### src/qspi_cmd_pkg.sv
// Constants and types for the four-lane register and ident command decoder.
// Assumes a single system clock well above the serial clock rate.
`default_nettype none
package qspi_cmd_pkg;
  // ****************************************************************
  // Opcodes
  // ****************************************************************
  localparam logic [7:0] OP_READ_IDENT   = 8'h9f;
  localparam logic [7:0] OP_READ_IDENT_Q = 8'haf;
  localparam logic [7:0] OP_READ_PARAM   = 8'h5a;
  localparam logic [7:0] OP_READ_UNIQUE  = 8'h4c;
  localparam logic [7:0] OP_READ_STAT1   = 8'h05;
  localparam logic [7:0] OP_READ_STAT2   = 8'h07;
  localparam logic [7:0] OP_READ_CFG1    = 8'h35;
  localparam logic [7:0] OP_READ_ANY     = 8'h65;
  localparam logic [7:0] OP_WREN         = 8'h06;
  localparam logic [7:0] OP_WREN_VOL     = 8'h50;
  localparam logic [7:0] OP_WRDIS        = 8'h04;
  localparam logic [7:0] OP_WRITE_REGS   = 8'h01;
  localparam logic [7:0] OP_LONG_ADDR    = 8'hb7;
  localparam logic [7:0] OP_SHORT_ADDR   = 8'hb8;
  // ****************************************************************
  // Field positions, reset values, read-any addresses
  // ****************************************************************
  localparam int         WEL_POS      = 1;
  localparam int         ADDR_LEN_POS = 7;
  localparam logic [7:0] SR1_RST      = 8'h00;
  localparam logic [7:0] CR1_RST      = 8'h00;
  localparam logic [7:0] CR2_RST      = 8'h00;
  localparam logic [7:0] CR3_RST      = 8'h00;
  localparam logic [7:0] CR4_RST      = 8'h00;
  localparam logic [7:0] RA_SR1       = 8'h00;
  localparam logic [7:0] RA_SR2       = 8'h01;
  localparam logic [7:0] RA_CR1       = 8'h02;
  localparam logic [7:0] RA_CR2       = 8'h03;
  localparam logic [7:0] RA_CR3       = 8'h04;
  localparam logic [7:0] RA_CR4       = 8'h05;
  localparam logic [3:0] SHORT_ADDR_BYTES = 4'h3;
  localparam logic [3:0] LONG_ADDR_BYTES  = 4'h4;
  localparam logic [3:0] WRITE_BYTES      = 4'h5;
  // ****************************************************************
  // Types
  // ****************************************************************
  typedef struct packed {
    logic [7:0] statusOne;
    logic [7:0] configOne;
    logic [7:0] configTwo;
    logic [7:0] configThree;
    logic [7:0] configFour;
  } regset_t;
  typedef enum {ST_OPC, ST_ADDR, ST_READ, ST_WRITE, ST_SKIP} state_t;
endpackage
`default_nettype wire

### src/quad_all_lane_reg_id_cmd_decoder.sv
// Four-lane serial flash command decoder: ident, register reads, write
// enables and register write. Assumes the host drives dq on serial clock
// falling edges and that mclk runs at least four times the serial clock.
`default_nettype none
// How it works
// - opcode, address, data all on four lanes
// - 9F returns manufacturer and device ident
// - AF returns the same ident bytes
// - 5A plus three address bytes streams parameters
// - 4C returns 64-bit unique number
// - 05 returns status register one
// - 07 returns status register two
// - 35 returns configuration register one
// - 65 reads register, three or four address bytes
// - B7 sets, B8 clears address length bit
// - 06 sets write-enable latch
// - 50 enables volatile register writes
// - 04 clears write-enable latch
// - 01 loads status, then config one to four
module quad_all_lane_reg_id_cmd_decoder
  import qspi_cmd_pkg::*;
#(
  // Arbitrary values, not any real maker or part
  parameter logic [23:0] IDENT_BYTES = 24'h11_22_33,
  parameter logic [63:0] UNIQUE_ID   = 64'h0123_4567_89ab_cdef
) (
  // Clock and reset
  input  wire logic        mclk,
  input  wire logic        rst_b,
  // Serial link pins
  input  wire logic        sclk,
  input  wire logic        csB,
  input  wire logic [3:0]  dqIn,
  output logic      [3:0]  dqOut,
  output logic      [3:0]  dqOe,
  // Parameter table and second status register sources
  output logic      [31:0] paramAddr,
  input  wire logic [7:0]  paramData,
  input  wire logic [7:0]  statusTwo,
  // Register state
  output regset_t          regs,
  output logic             addrLength,
  output logic             volWriteEn
);
  // ****************************************************************
  // Pin synchronisers
  // ****************************************************************
  logic       sclkMeta_ff, sclkSync_ff, sclkLast_ff;
  logic       csMeta_ff, csSync_ff, csLast_ff;
  logic [3:0] dqMeta_ff, dqSync_ff;
  always_ff @(posedge mclk or negedge rst_b) begin
    if (!rst_b) begin
      {sclkLast_ff, sclkSync_ff, sclkMeta_ff} <= 3'b000;
      {csLast_ff, csSync_ff, csMeta_ff}       <= 3'b111;
      {dqSync_ff, dqMeta_ff}                  <= 8'h00;
    end else begin
      {sclkLast_ff, sclkSync_ff} <= {sclkSync_ff, sclkMeta_ff};
      {csLast_ff, csSync_ff}     <= {csSync_ff, csMeta_ff};
      {dqSync_ff, dqMeta_ff}     <= {dqMeta_ff, dqIn};
      sclkMeta_ff                <= sclk;
      csMeta_ff                  <= csB;
    end
  end
  wire sclkRise = sclkSync_ff & ~sclkLast_ff & ~csSync_ff;
  wire sclkFall = ~sclkSync_ff & sclkLast_ff & ~csSync_ff;
  wire frameEnd = csSync_ff & ~csLast_ff;
  // ****************************************************************
  // Command decode
  // ****************************************************************
  state_t      state_ff, nxt_state;
  logic        nib_ff, outPhase_ff, wrote_ff, volEn_ff, oe_ff;
  logic [3:0]  shift_ff, cnt_ff, nxt_cnt, dqOut_ff;
  logic [7:0]  cmd_ff;
  logic [31:0] addr_ff, idx_ff;
  regset_t     regs_ff;
  // Four lanes: one byte is two nibbles, high first
  wire       byteDone = sclkRise & nib_ff;
  wire [7:0] fullByte = {shift_ff, dqSync_ff};
  wire       welSet   = regs_ff.statusOne[WEL_POS];
  wire       isIdent  = (fullByte == OP_READ_IDENT) |
                        (fullByte == OP_READ_IDENT_Q);
  wire       isRegRd  = (fullByte == OP_READ_UNIQUE) |
                        (fullByte == OP_READ_STAT1) |
                        (fullByte == OP_READ_STAT2) |
                        (fullByte == OP_READ_CFG1);
  wire       isAddrRd = (fullByte == OP_READ_PARAM) |
                        (fullByte == OP_READ_ANY);
  wire       opcDone  = byteDone & (state_ff == ST_OPC);
  wire [3:0] addrBytes = ((cmd_ff == OP_READ_ANY) & addrLength) ?
                         LONG_ADDR_BYTES : SHORT_ADDR_BYTES;
  wire       addrLast = byteDone & (state_ff == ST_ADDR) &
                        (cnt_ff == addrBytes - 4'h1);
  wire       wrByte   = byteDone & (state_ff == ST_WRITE);
  wire       outStep  = sclkFall & (state_ff == ST_READ);

  always_comb begin
    nxt_state = state_ff;
    nxt_cnt   = cnt_ff;
    if (byteDone) begin
      nxt_cnt = cnt_ff + 4'h1;
      case (state_ff)
        ST_OPC: begin
          nxt_cnt = 4'h0;
          if (isIdent | isRegRd)
            nxt_state = ST_READ;
          else if (isAddrRd)
            nxt_state = ST_ADDR;
          else if ((fullByte == OP_WRITE_REGS) & (welSet | volEn_ff))
            nxt_state = ST_WRITE;
          else
            nxt_state = ST_SKIP;
        end
        ST_ADDR: begin
          if (addrLast)
            nxt_state = ST_READ;
        end
        ST_WRITE: begin
          if (cnt_ff == WRITE_BYTES - 4'h1)
            nxt_state = ST_SKIP;
        end
        default: nxt_cnt = cnt_ff;
      endcase
    end
  end

  always_ff @(posedge mclk or negedge rst_b) begin
    if (!rst_b) begin
      state_ff <= ST_OPC;
      nib_ff   <= 1'b0;
      shift_ff <= 4'h0;
      cmd_ff   <= 8'h00;
      cnt_ff   <= 4'h0;
      addr_ff  <= 32'h0;
      idx_ff   <= 32'h0;
    end else if (csSync_ff) begin
      state_ff <= ST_OPC;
      nib_ff   <= 1'b0;
      cnt_ff   <= 4'h0;
    end else begin
      state_ff <= nxt_state;
      cnt_ff   <= nxt_cnt;
      if (sclkRise) begin
        nib_ff   <= ~nib_ff;
        shift_ff <= dqSync_ff;
      end
      if (opcDone) begin
        cmd_ff  <= fullByte;
        addr_ff <= 32'h0;
        idx_ff  <= 32'h0;
      end else if (byteDone & (state_ff == ST_ADDR)) begin
        addr_ff <= {addr_ff[23:0], fullByte};
        if (addrLast)
          idx_ff <= {addr_ff[23:0], fullByte};
      end else if (outStep & outPhase_ff) begin
        idx_ff <= idx_ff + 32'h1;
      end
    end
  end

  // ****************************************************************
  // Register state
  // ****************************************************************
  // Writes land byte by byte; the latch drops when the write frame ends
  always_ff @(posedge mclk or negedge rst_b) begin
    if (!rst_b) begin
      regs_ff  <= '{SR1_RST, CR1_RST, CR2_RST, CR3_RST, CR4_RST};
      volEn_ff <= 1'b0;
      wrote_ff <= 1'b0;
    end else begin
      if (opcDone)
        wrote_ff <= 1'b0;
      if (wrByte) begin
        wrote_ff <= 1'b1;
        case (cnt_ff)
          4'h0: regs_ff.statusOne <= {fullByte[7:WEL_POS+1], welSet,
                                      fullByte[WEL_POS-1:0]};
          4'h1: regs_ff.configOne   <= fullByte;
          4'h2: regs_ff.configTwo   <= fullByte;
          4'h3: regs_ff.configThree <= fullByte;
          default: regs_ff.configFour <= fullByte;
        endcase
      end
      if (opcDone & (fullByte == OP_LONG_ADDR))
        regs_ff.configTwo[ADDR_LEN_POS] <= 1'b1;
      if (opcDone & (fullByte == OP_SHORT_ADDR))
        regs_ff.configTwo[ADDR_LEN_POS] <= 1'b0;
      if (frameEnd & wrote_ff) begin
        regs_ff.statusOne[WEL_POS] <= 1'b0;
        volEn_ff <= 1'b0;
      end
      if (opcDone & (fullByte == OP_WRDIS))
        regs_ff.statusOne[WEL_POS] <= 1'b0;
      if (opcDone & (fullByte == OP_WREN_VOL))
        volEn_ff <= 1'b1;
      // Placed last so a set is never lost to a same-cycle clear
      if (opcDone & (fullByte == OP_WREN))
        regs_ff.statusOne[WEL_POS] <= 1'b1;
    end
  end
  assign regs       = regs_ff;
  assign addrLength = regs_ff.configTwo[ADDR_LEN_POS];
  assign volWriteEn = volEn_ff;
  assign paramAddr  = idx_ff;
  // ****************************************************************
  // Read data path
  // ****************************************************************
  function automatic logic [7:0] anyReg(input logic [7:0] ra,
                                        input regset_t rs,
                                        input logic [7:0] st2);
    if (ra == RA_SR1)      return rs.statusOne;
    else if (ra == RA_SR2) return st2;
    else if (ra == RA_CR1) return rs.configOne;
    else if (ra == RA_CR2) return rs.configTwo;
    else if (ra == RA_CR3) return rs.configThree;
    else if (ra == RA_CR4) return rs.configFour;
    else                   return 8'h00;
  endfunction
  logic [7:0] curByte;
  always_comb begin
    case (cmd_ff)
      OP_READ_IDENT, OP_READ_IDENT_Q:
        curByte = (idx_ff < 32'h3) ?
          IDENT_BYTES[8'(23 - 8 * idx_ff[1:0]) -: 8] : 8'h00;
      OP_READ_UNIQUE:
        curByte = UNIQUE_ID[8'(63 - 8 * idx_ff[2:0]) -: 8];
      OP_READ_STAT1:  curByte = regs_ff.statusOne;
      OP_READ_STAT2:  curByte = statusTwo;
      OP_READ_CFG1:   curByte = regs_ff.configOne;
      OP_READ_PARAM:  curByte = paramData;
      OP_READ_ANY:    curByte = anyReg(idx_ff[7:0], regs_ff, statusTwo);
      default:        curByte = 8'h00;
    endcase
  end
  // Nibbles change on falling edges so the host samples a settled value
  always_ff @(posedge mclk or negedge rst_b) begin
    if (!rst_b) begin
      outPhase_ff <= 1'b0;
      dqOut_ff    <= 4'h0;
      oe_ff       <= 1'b0;
    end else if (csSync_ff) begin
      outPhase_ff <= 1'b0;
      oe_ff       <= 1'b0;
    end else if (outStep) begin
      outPhase_ff <= ~outPhase_ff;
      oe_ff       <= 1'b1;
      dqOut_ff    <= outPhase_ff ? curByte[3:0] : curByte[7:4];
    end
  end
  assign dqOut = dqOut_ff;
  assign dqOe  = {4{oe_ff}};
endmodule // quad_all_lane_reg_id_cmd_decoder
`default_nettype wire

### config.mk
export PLATFORM = sky130hd
export DESIGN_NAME = quad_all_lane_reg_id_cmd_decoder
export DESIGN_NICKNAME = d
export VERILOG_FILES = /design/src/qspi_cmd_pkg.sv /design/src/quad_all_lane_reg_id_cmd_decoder.sv
export SDC_FILE = /design/constraint.sdc
export NUM_CORES = 1
export LEC_CHECK = 0
export ABC_AREA = 1
export BUFFER_PORTS_ARGS = -buffer_cell sky130_fd_sc_hd__buf_2
export CAP_MARGIN = 10
export CORE_UTILIZATION = 45
export DETAILED_ROUTE_END_ITERATION = 10
export GPL_TIMING_DRIVEN = 0
export SLEW_MARGIN = 20
export SYNTH_ARGS = -nofsm -noshare
export SYNTH_HDL_FRONTEND = slang
export SYNTH_SLANG_ARGS = --single-unit
### constraint.sdc
create_clock -name mclk -period 2.15 [get_ports mclk]
set_input_delay 0.3225 -clock mclk [delete_from_list [all_inputs] [get_ports mclk]]
set_output_delay 0.3225 -clock mclk [all_outputs]
set_load 0.1 [all_outputs]
==> results of run 1 <==
-- worst paths after layout --
path / from / endpoint / cells past startpoint
worst max-delay path: csSync_ff / paramAddr[21] / 9
worst min register to register: dqMeta_ff[2] / dqSync_ff[2] / 0
min in group asynchronous: rst_b / paramAddr[16] / 2
max in group asynchronous: rst_b / csSync_ff / 3
worst min-delay path: paramData[2] / dqOut[2] / 7
worst max register to register: csSync_ff / paramAddr[21] / 9
-- final cells by class --
| class | instances | share of cell area |
|---|---|---|
| plain buffers | 35 | 0.0232 |
| clock buffers | 21 | 0.0495 |
| clock inverters | 10 | 0.00988 |
| inverters | 118 | 0.0481 |
| multi-input cells | 739 | 0.396 |
| flip-flops and latches | 138 | 0.367 |
| well taps | 220 | 0.0290 |
| repair buffers | 127 | 0.0777 |
-- metal layers --
layer	vias up	wire length [µm]	global-route usage
met5	-	0	0
met4	0	411	0.0878
met3	26	1860	0.0601
met2	276	10800	0.415
met1	3648	12400	0.453
li1	3667	-	-
-- cells in the mapped netlist, drive strengths merged --
| cell | n |
|---|---|
| and3 | 1 |
| clkbuf | 6 |
| xnor2 | 6 |
| nor3 | 33 |
| clkinv | 1 |
| nor4 | 3 |
| dfstp | 3 |
| o31ai | 1 |
| o221ai | 2 |
| a21boi | 1 |
| inv | 117 |
| o21ai | 111 |
| xor2 | 13 |
| o22ai | 19 |
| nand3b | 4 |
| nand2 | 279 |
| nor2 | 119 |
| nand4 | 27 |
| a22oi | 2 |
| dfrtp | 135 |
| mux2i | 1 |
| ha | 9 |
| a21oi | 37 |
| buf | 29 |
| a32oi | 1 |
| o211ai | 5 |
| nand3 | 57 |
| a32o | 1 |
| o32ai | 1 |
| a31oi | 6 |
-- stage by stage --
stage	utilization	setup WS [ns]	std cells	area, µm²	TNS [ns]
2_1_floorplan	-	-0.0273	1030	7800	-0.0273
3_3_place_gp	0.515	-1.76	1355	8610	-179.09
3_5_place_dp	0.518	-0.259	1356	8640	-1.82
4_1_cts	0.558	0.00653	1397	9310	0
5_1_grt	0.569	-0.00826	1408	9500	-0.0185
6_report	0.569	0.113	1408	9500	0
-- sequential cells by signal, summed over array words and instances, names as in the netlist, 3 cells and up --
name       count
addr_ff       24
dqMeta_ff      4
cmd_ff         8
paramAddr     32
shift_ff       4
dqSync_ff      4
regs          39
dqOut          4
state_ff       3
cnt_ff         4
-- logic make-up (layout without fill, tap and decap cells) --
kind of cell,count (synthesis),after routing,share of synthesized area
XOR/XNOR,19,19,0.0214
adder cells (fa/ha/maj),9,9,0.0145
AND/OR/NAND/NOR,523,523,0.302
flip-flops,138,138,0.444
AO/OA/AOI/OAI,187,187,0.132
multiplexers,1,1,0.00129
buffers and inverters,153,311,0.0851
-- cells in the final DEF (no fill, tap or decap), types with 6 or more instances in the layout --
cell	netlist	routed
buf_2	17	117
xor2_1	13	12
dfrtp_2	0	15
clkbuf_16	0	17
nor2_2	10	7
clkbuf_1	6	6
ha_1	9	7
nand2_1	274	273
o22ai_1	19	19
dlygate4sd3_1	0	7
nand4_1	22	22
inv_2	10	10
inv_1	105	104
xnor2_1	6	6
nor2_4	2	8
o21ai_1	26	27
buf_4	9	25
nor3_1	32	32
a21oi_1	37	37
dfrtp_1	135	118
nor2_1	105	102
nand3_1	55	52
o21ai_0	83	81
-- tightest hold or removal path: cells and delay by family --
| kind | cells | cell delay (ns) |
|---|---|---|
| buf+inv | 1 | 0.08 |
| simple gates | 6 | 0.32 |
-- report_power, final --
group	total (mW)	internal, mW	switching (mW)
clock network	2.84	1.68	1.16
logic	1.26	0.375	0.881
registers	2.87	2.71	0.152
-- timing repair --
item / 4_1_cts / 5_1_grt
resized for setup: 3 / 28
buffers inserted: 3 / 11
pin swaps: 2 / 6
hold buffers: 7 / 0
gates cloned: 0 / 0
endpoints found under the setup margin: 32 / 31
hold endpoints to repair: 63 / 0
==> impl_metrics.yaml, run 1 <==
clocking:
  clockBufferDepth: 2
  clkTransAtPathRegs_ns: 0.06
  cts_buffers: 17
  htree_levels: 4
  cts_root_buffer: "clkbuf_16"
  cts_tree: "built"
  cts.sinks: 138
  clock_latency_ns: 0.43
sta:
  max_slew_margin: 0.428
  rsz0062_at_grt: "true"
  fin_hold_ws_ns: 0.334
  slew_violations: 0
  fin_skew_ns: 0.0123
  hold_violations: 0
  worst_pin_slew_ns: 0.858
  finalCritPeriodShare: 0.948
  max_freq_ghz: 0.491
  period_needed_ns: 2.04
  finalSetupViolCount: 0
setup_path:
  critical_path_class: "flop to flop"
  slowest_delay_ns: 0.60
  cp_max_fo: 10
  critPathLaunchType: "flop"
  path_cells: "inv_4, nand2_4, nor2_8, nand2_1, buf_4, buf_2, nor2_1, a21oi_1, o22ai_1"
  cp_top_family: "flip-flops"
  crit_path_end_kind: "flop"
  slowest_stage: "dfstp_2"
  cp.required_ns: 2.45
  cp_data_arrival_time_ns: 2.34
  r2r_slack_ns: 0.11
  cp_num_buf_inv: 3
route:
  wl_per_cell_um: 18.1
  ant_nets: 0
  viasPerCell: 5.41
  drt_pass1_iterations: 5
  drcViolationCount: 0
  first_iter_violations: 627
  wirelength_um: 25500
  vias: 7617
global_routing:
  grtUsageTotal: 0.295
  grt_pass1_vias: 7062
  antenna_found_initial: 0
  grt_overflow: 0
  grt_max_degree: 82
  grt_first_pass_wirelength_um: 39400
die:
  die_area_um2: 17800
  num_io_pins: 106
  rows: 47
  initial_core_util: 0.466
  die_x_um: 133
  die_h_um: 133
  core_um2: 16700
synth:
  synthCells: 1030
  synth_area_leader_cell: "dfrtp_1"
  yosysWarnings: 0
  seq_area_frac_synth: 0.444
  syn_area_per_cell_um2: 7.55
  ys_seq_elements: 138
  synth_cell_types: 46
  syn_nets: 1063
  synth_top_area_frac: 0.434
  synthesis.area_um2: 7780
  synthTopCellsByArea: "dfrtp_1, nand2_1, o21ai_0"
run_status:
  status: "finished clean"
layout:
  final.fill_count: 1644
  num_antenna_cells: 0
  areaGrowthSynthToFinish_pct: 22.1
  drive_above_1_share: 0.215
  nets: 1209
  regArea_um2: 3480
  multi_input_area_um2: 3760
hold_path:
  hold_class: "primary input to flop"
pwr:
  power.total_mw: 6.96
  ir_drop_uv: 668
  power.leakage_nw: 4.46
  p_per_area_nw_per_um2: 733
place:
  io_buffers: 105
  place.gp.congestion: 0.941
  dp.final_hpwl_um: 18500
job:
  drv_cap: 0
Power figures use the tool's default switching activity.
==> run 2, diff against run 1 <==
- CORE_MARGIN: not set -> 3
- HOLD_SLACK_MARGIN: not set -> 0.1
- PLACE_DENSITY: not set -> 0.67
- clock period: 2.15 -> 1.8 ns (I/O delays scaled with it)
==> impl_metrics.yaml, run 2 (synthesized netlist as in run 1, its figures left out) <==
pwr:
  power.leakage_nw: 5.05
  power_frac_clock: 0.400
  p_per_area_nw_per_um2: 814
  power_switching_mw: 2.86
  power_frac_seq: 0.383
  ir_drop_uv: 686
  power.internal_mw: 6.12
  swShare: 0.318
  combPwrFrac: 0.217
layout:
  nets: 1276
  final_common_cell: "nand2_1"
  num_antenna_cells: 0
  drive_above_1_share: 0.361
  final.fill_count: 1385
  areaGrowthSynthToFinish_pct: 41.8
  mostFrequentLayoutCells: "nand2_1, buf_2, dfrtp_1, inv_1, nor2_1"
  largest_reg_flops: 39
sta:
  period_needed_ns: 1.96
  worst_pin_slew_ns: 0.532
  max_slew_margin: 0.645
  fin_skew_ns: 0.00747
  finalCritPeriodShare: 1.09
  setup_ws_ns: -0.156
  finalSetupViolCount: 33
  rsz0062_at_grt: "true"
  max_freq_ghz: 0.511
  fin_hold_ws_ns: 0.290
  hold_violations: 0
  slew_violations: 0
setup_path:
  reg2regPathDepth: 10
  r2r_slack_ns: -0.16
  critPathLaunchType: "flop"
  reg2reg_to: "paramAddr[30]"
  crit_path_end_kind: "flop"
  cp.required_ns: 2.15
  worstReg2RegStart: "paramAddr[1]"
  cp_max_fo: 5
  cp_data_arrival_time_ns: 2.31
  critical_path_class: "flop to flop"
clocking:
  clock_latency_ns: 0.43
  cts.sinks: 138
  clockBufferDepth: 2
  cts_root_buffer: "clkbuf_16"
  htree_levels: 4
  cts_buffers: 17
  clkTransAtPathRegs_ns: 0.06
  cts_tree: "built"
route:
  viasPerCell: 5.68
  wirelength_um: 28800
  wl_per_cell_um: 19.5
  drt_pass1_iterations: 6
  vias: 8389
  drcViolationCount: 0
  ant_nets: 0
  first_iter_violations: 1143
place:
  io_buffers: 105
  place.gp.congestion: 0.961
  post-place-ws_ns: -0.386
  dp.final_hpwl_um: 18100
die:
  die_h_um: 137
  die_x_um: 137
  initial_core_util: 0.464
  core_um2: 16800
  num_io_pins: 106
  rows: 47
  die_area_um2: 18900
global_routing:
  grt_max_degree: 95
  antenna_found_initial: 0
  grtUsageTotal: 0.280
  grt_overflow: 0
  grt_first_pass_wirelength_um: 40300
  grt_pass1_vias: 7175
job:
  drv_cap: 0
hold_path:
  worstHoldStart: "statusTwo[2]"
  hold_class: "primary input to flop"
  min_to: "dqOut[2]"
  min_path_cells: 7
run_status:
  violations: "negative setup slack"
  status: "complete, but fails checks"
run 2: changes by cell type in the layout (fill, tap and decap cells not counted), moves of 15 or more:
cell	delta
buf_4	+49
nand2_1	-36
o21ai_0	-25
nand2_2	+21
dfrtp_1	-16
nor2_1	-15
run 2: area by class of cell:
cell class / instances / area [µm²] / area share
Multi-Input combinational cell: 744 / 4450 / 0.404
Sequential cell: 138 / 3530 / 0.320
Timing Repair Buffer: 193 / 1390 / 0.126
Inverter: 118 / 499 / 0.0453
Clock buffer: 21 / 440 / 0.0399
Buffer: 30 / 277 / 0.0251
Tap cell: 220 / 275 / 0.0250
Clock inverter: 11 / 149 / 0.0135
Timing Repair inverter: 1 / 11.3 / 0.00102
run 2: worst max-delay path, stage by stage (launching register included):
cell and delay [ns]:
dfrtp_4 0.47, ha_4 0.17, nand2_4 0.06, nor2_4 0.10, buf_4 0.13, nand2_2 0.11, nor2_2 0.18, nand3b_1 0.15
xnor2_1 0.24, mux2i_1 0.14, o21ai_2 0.13
run 2: worst max-delay path by stage:
| stage | startpoint | endpoint | slack, ns | cells past startpoint |
|---|---|---|---|---|
| 2_1_floorplan | paramAddr[0] | paramAddr[24] | -0.19 | 12 |
| 3_3_place_gp | rst_b | paramAddr[1] | -2.03 | 1 |
| 3_5_place_dp | state_ff[1] | paramAddr[9] | -0.39 | 10 |
| 4_1_cts | cmd_ff[3] | paramAddr[9] | -0.06 | 12 |
| 5_1_grt | paramAddr[1] | paramAddr[24] | -0.25 | 12 |
| 6_report | paramAddr[1] | paramAddr[30] | -0.16 | 10 |
run 2: metal layers:
metal,track usage,routed length [µm],vias to the layer above
met5,0,0,-
met4,0.0837,792,0
met3,0.0555,3030,83
met2,0.407,12600,482
met1,0.422,12300,3985
li1,-,-,3839
run 2: metrics by stage:
| stage | instance area (µm²) | std cells | TNS (ns) | utilization | power [mW] |
|---|---|---|---|---|---|
| 2_1_floorplan | 7910 | 1030 | -1.40 | - | 4.43 |
| 3_3_place_gp | 8710 | 1355 | -238.14 | 0.520 | 4.84 |
| 3_5_place_dp | 8750 | 1356 | -16.71 | 0.522 | 4.86 |
| 4_1_cts | 10100 | 1436 | -0.438 | 0.603 | 8.77 |
| 5_1_grt | 11000 | 1476 | -6.82 | 0.658 | 9.30 |
| 6_report | 11000 | 1476 | -1.81 | 0.658 | 8.98 |
run 2: what timing repair did:
item                                    CTS  global route
hold endpoints to repair                 50             0
buffers inserted                         42            32
hold buffers                              7             0
gates resized for setup                 112           141
pin swaps                                25            25
endpoints found under the setup margin   99            99
gates cloned                              3             9
run 2: power groups by stage:
stage	combinational [mW]	clock, mW	sequential, mW
after CTS	1.75	3.60	3.42
after detailed placement	1.37	0	3.49
after global placement	1.35	0	3.49
final	1.95	3.59	3.44
after floorplan	0.746	0	3.68
after global routing	2.10	3.75	3.46
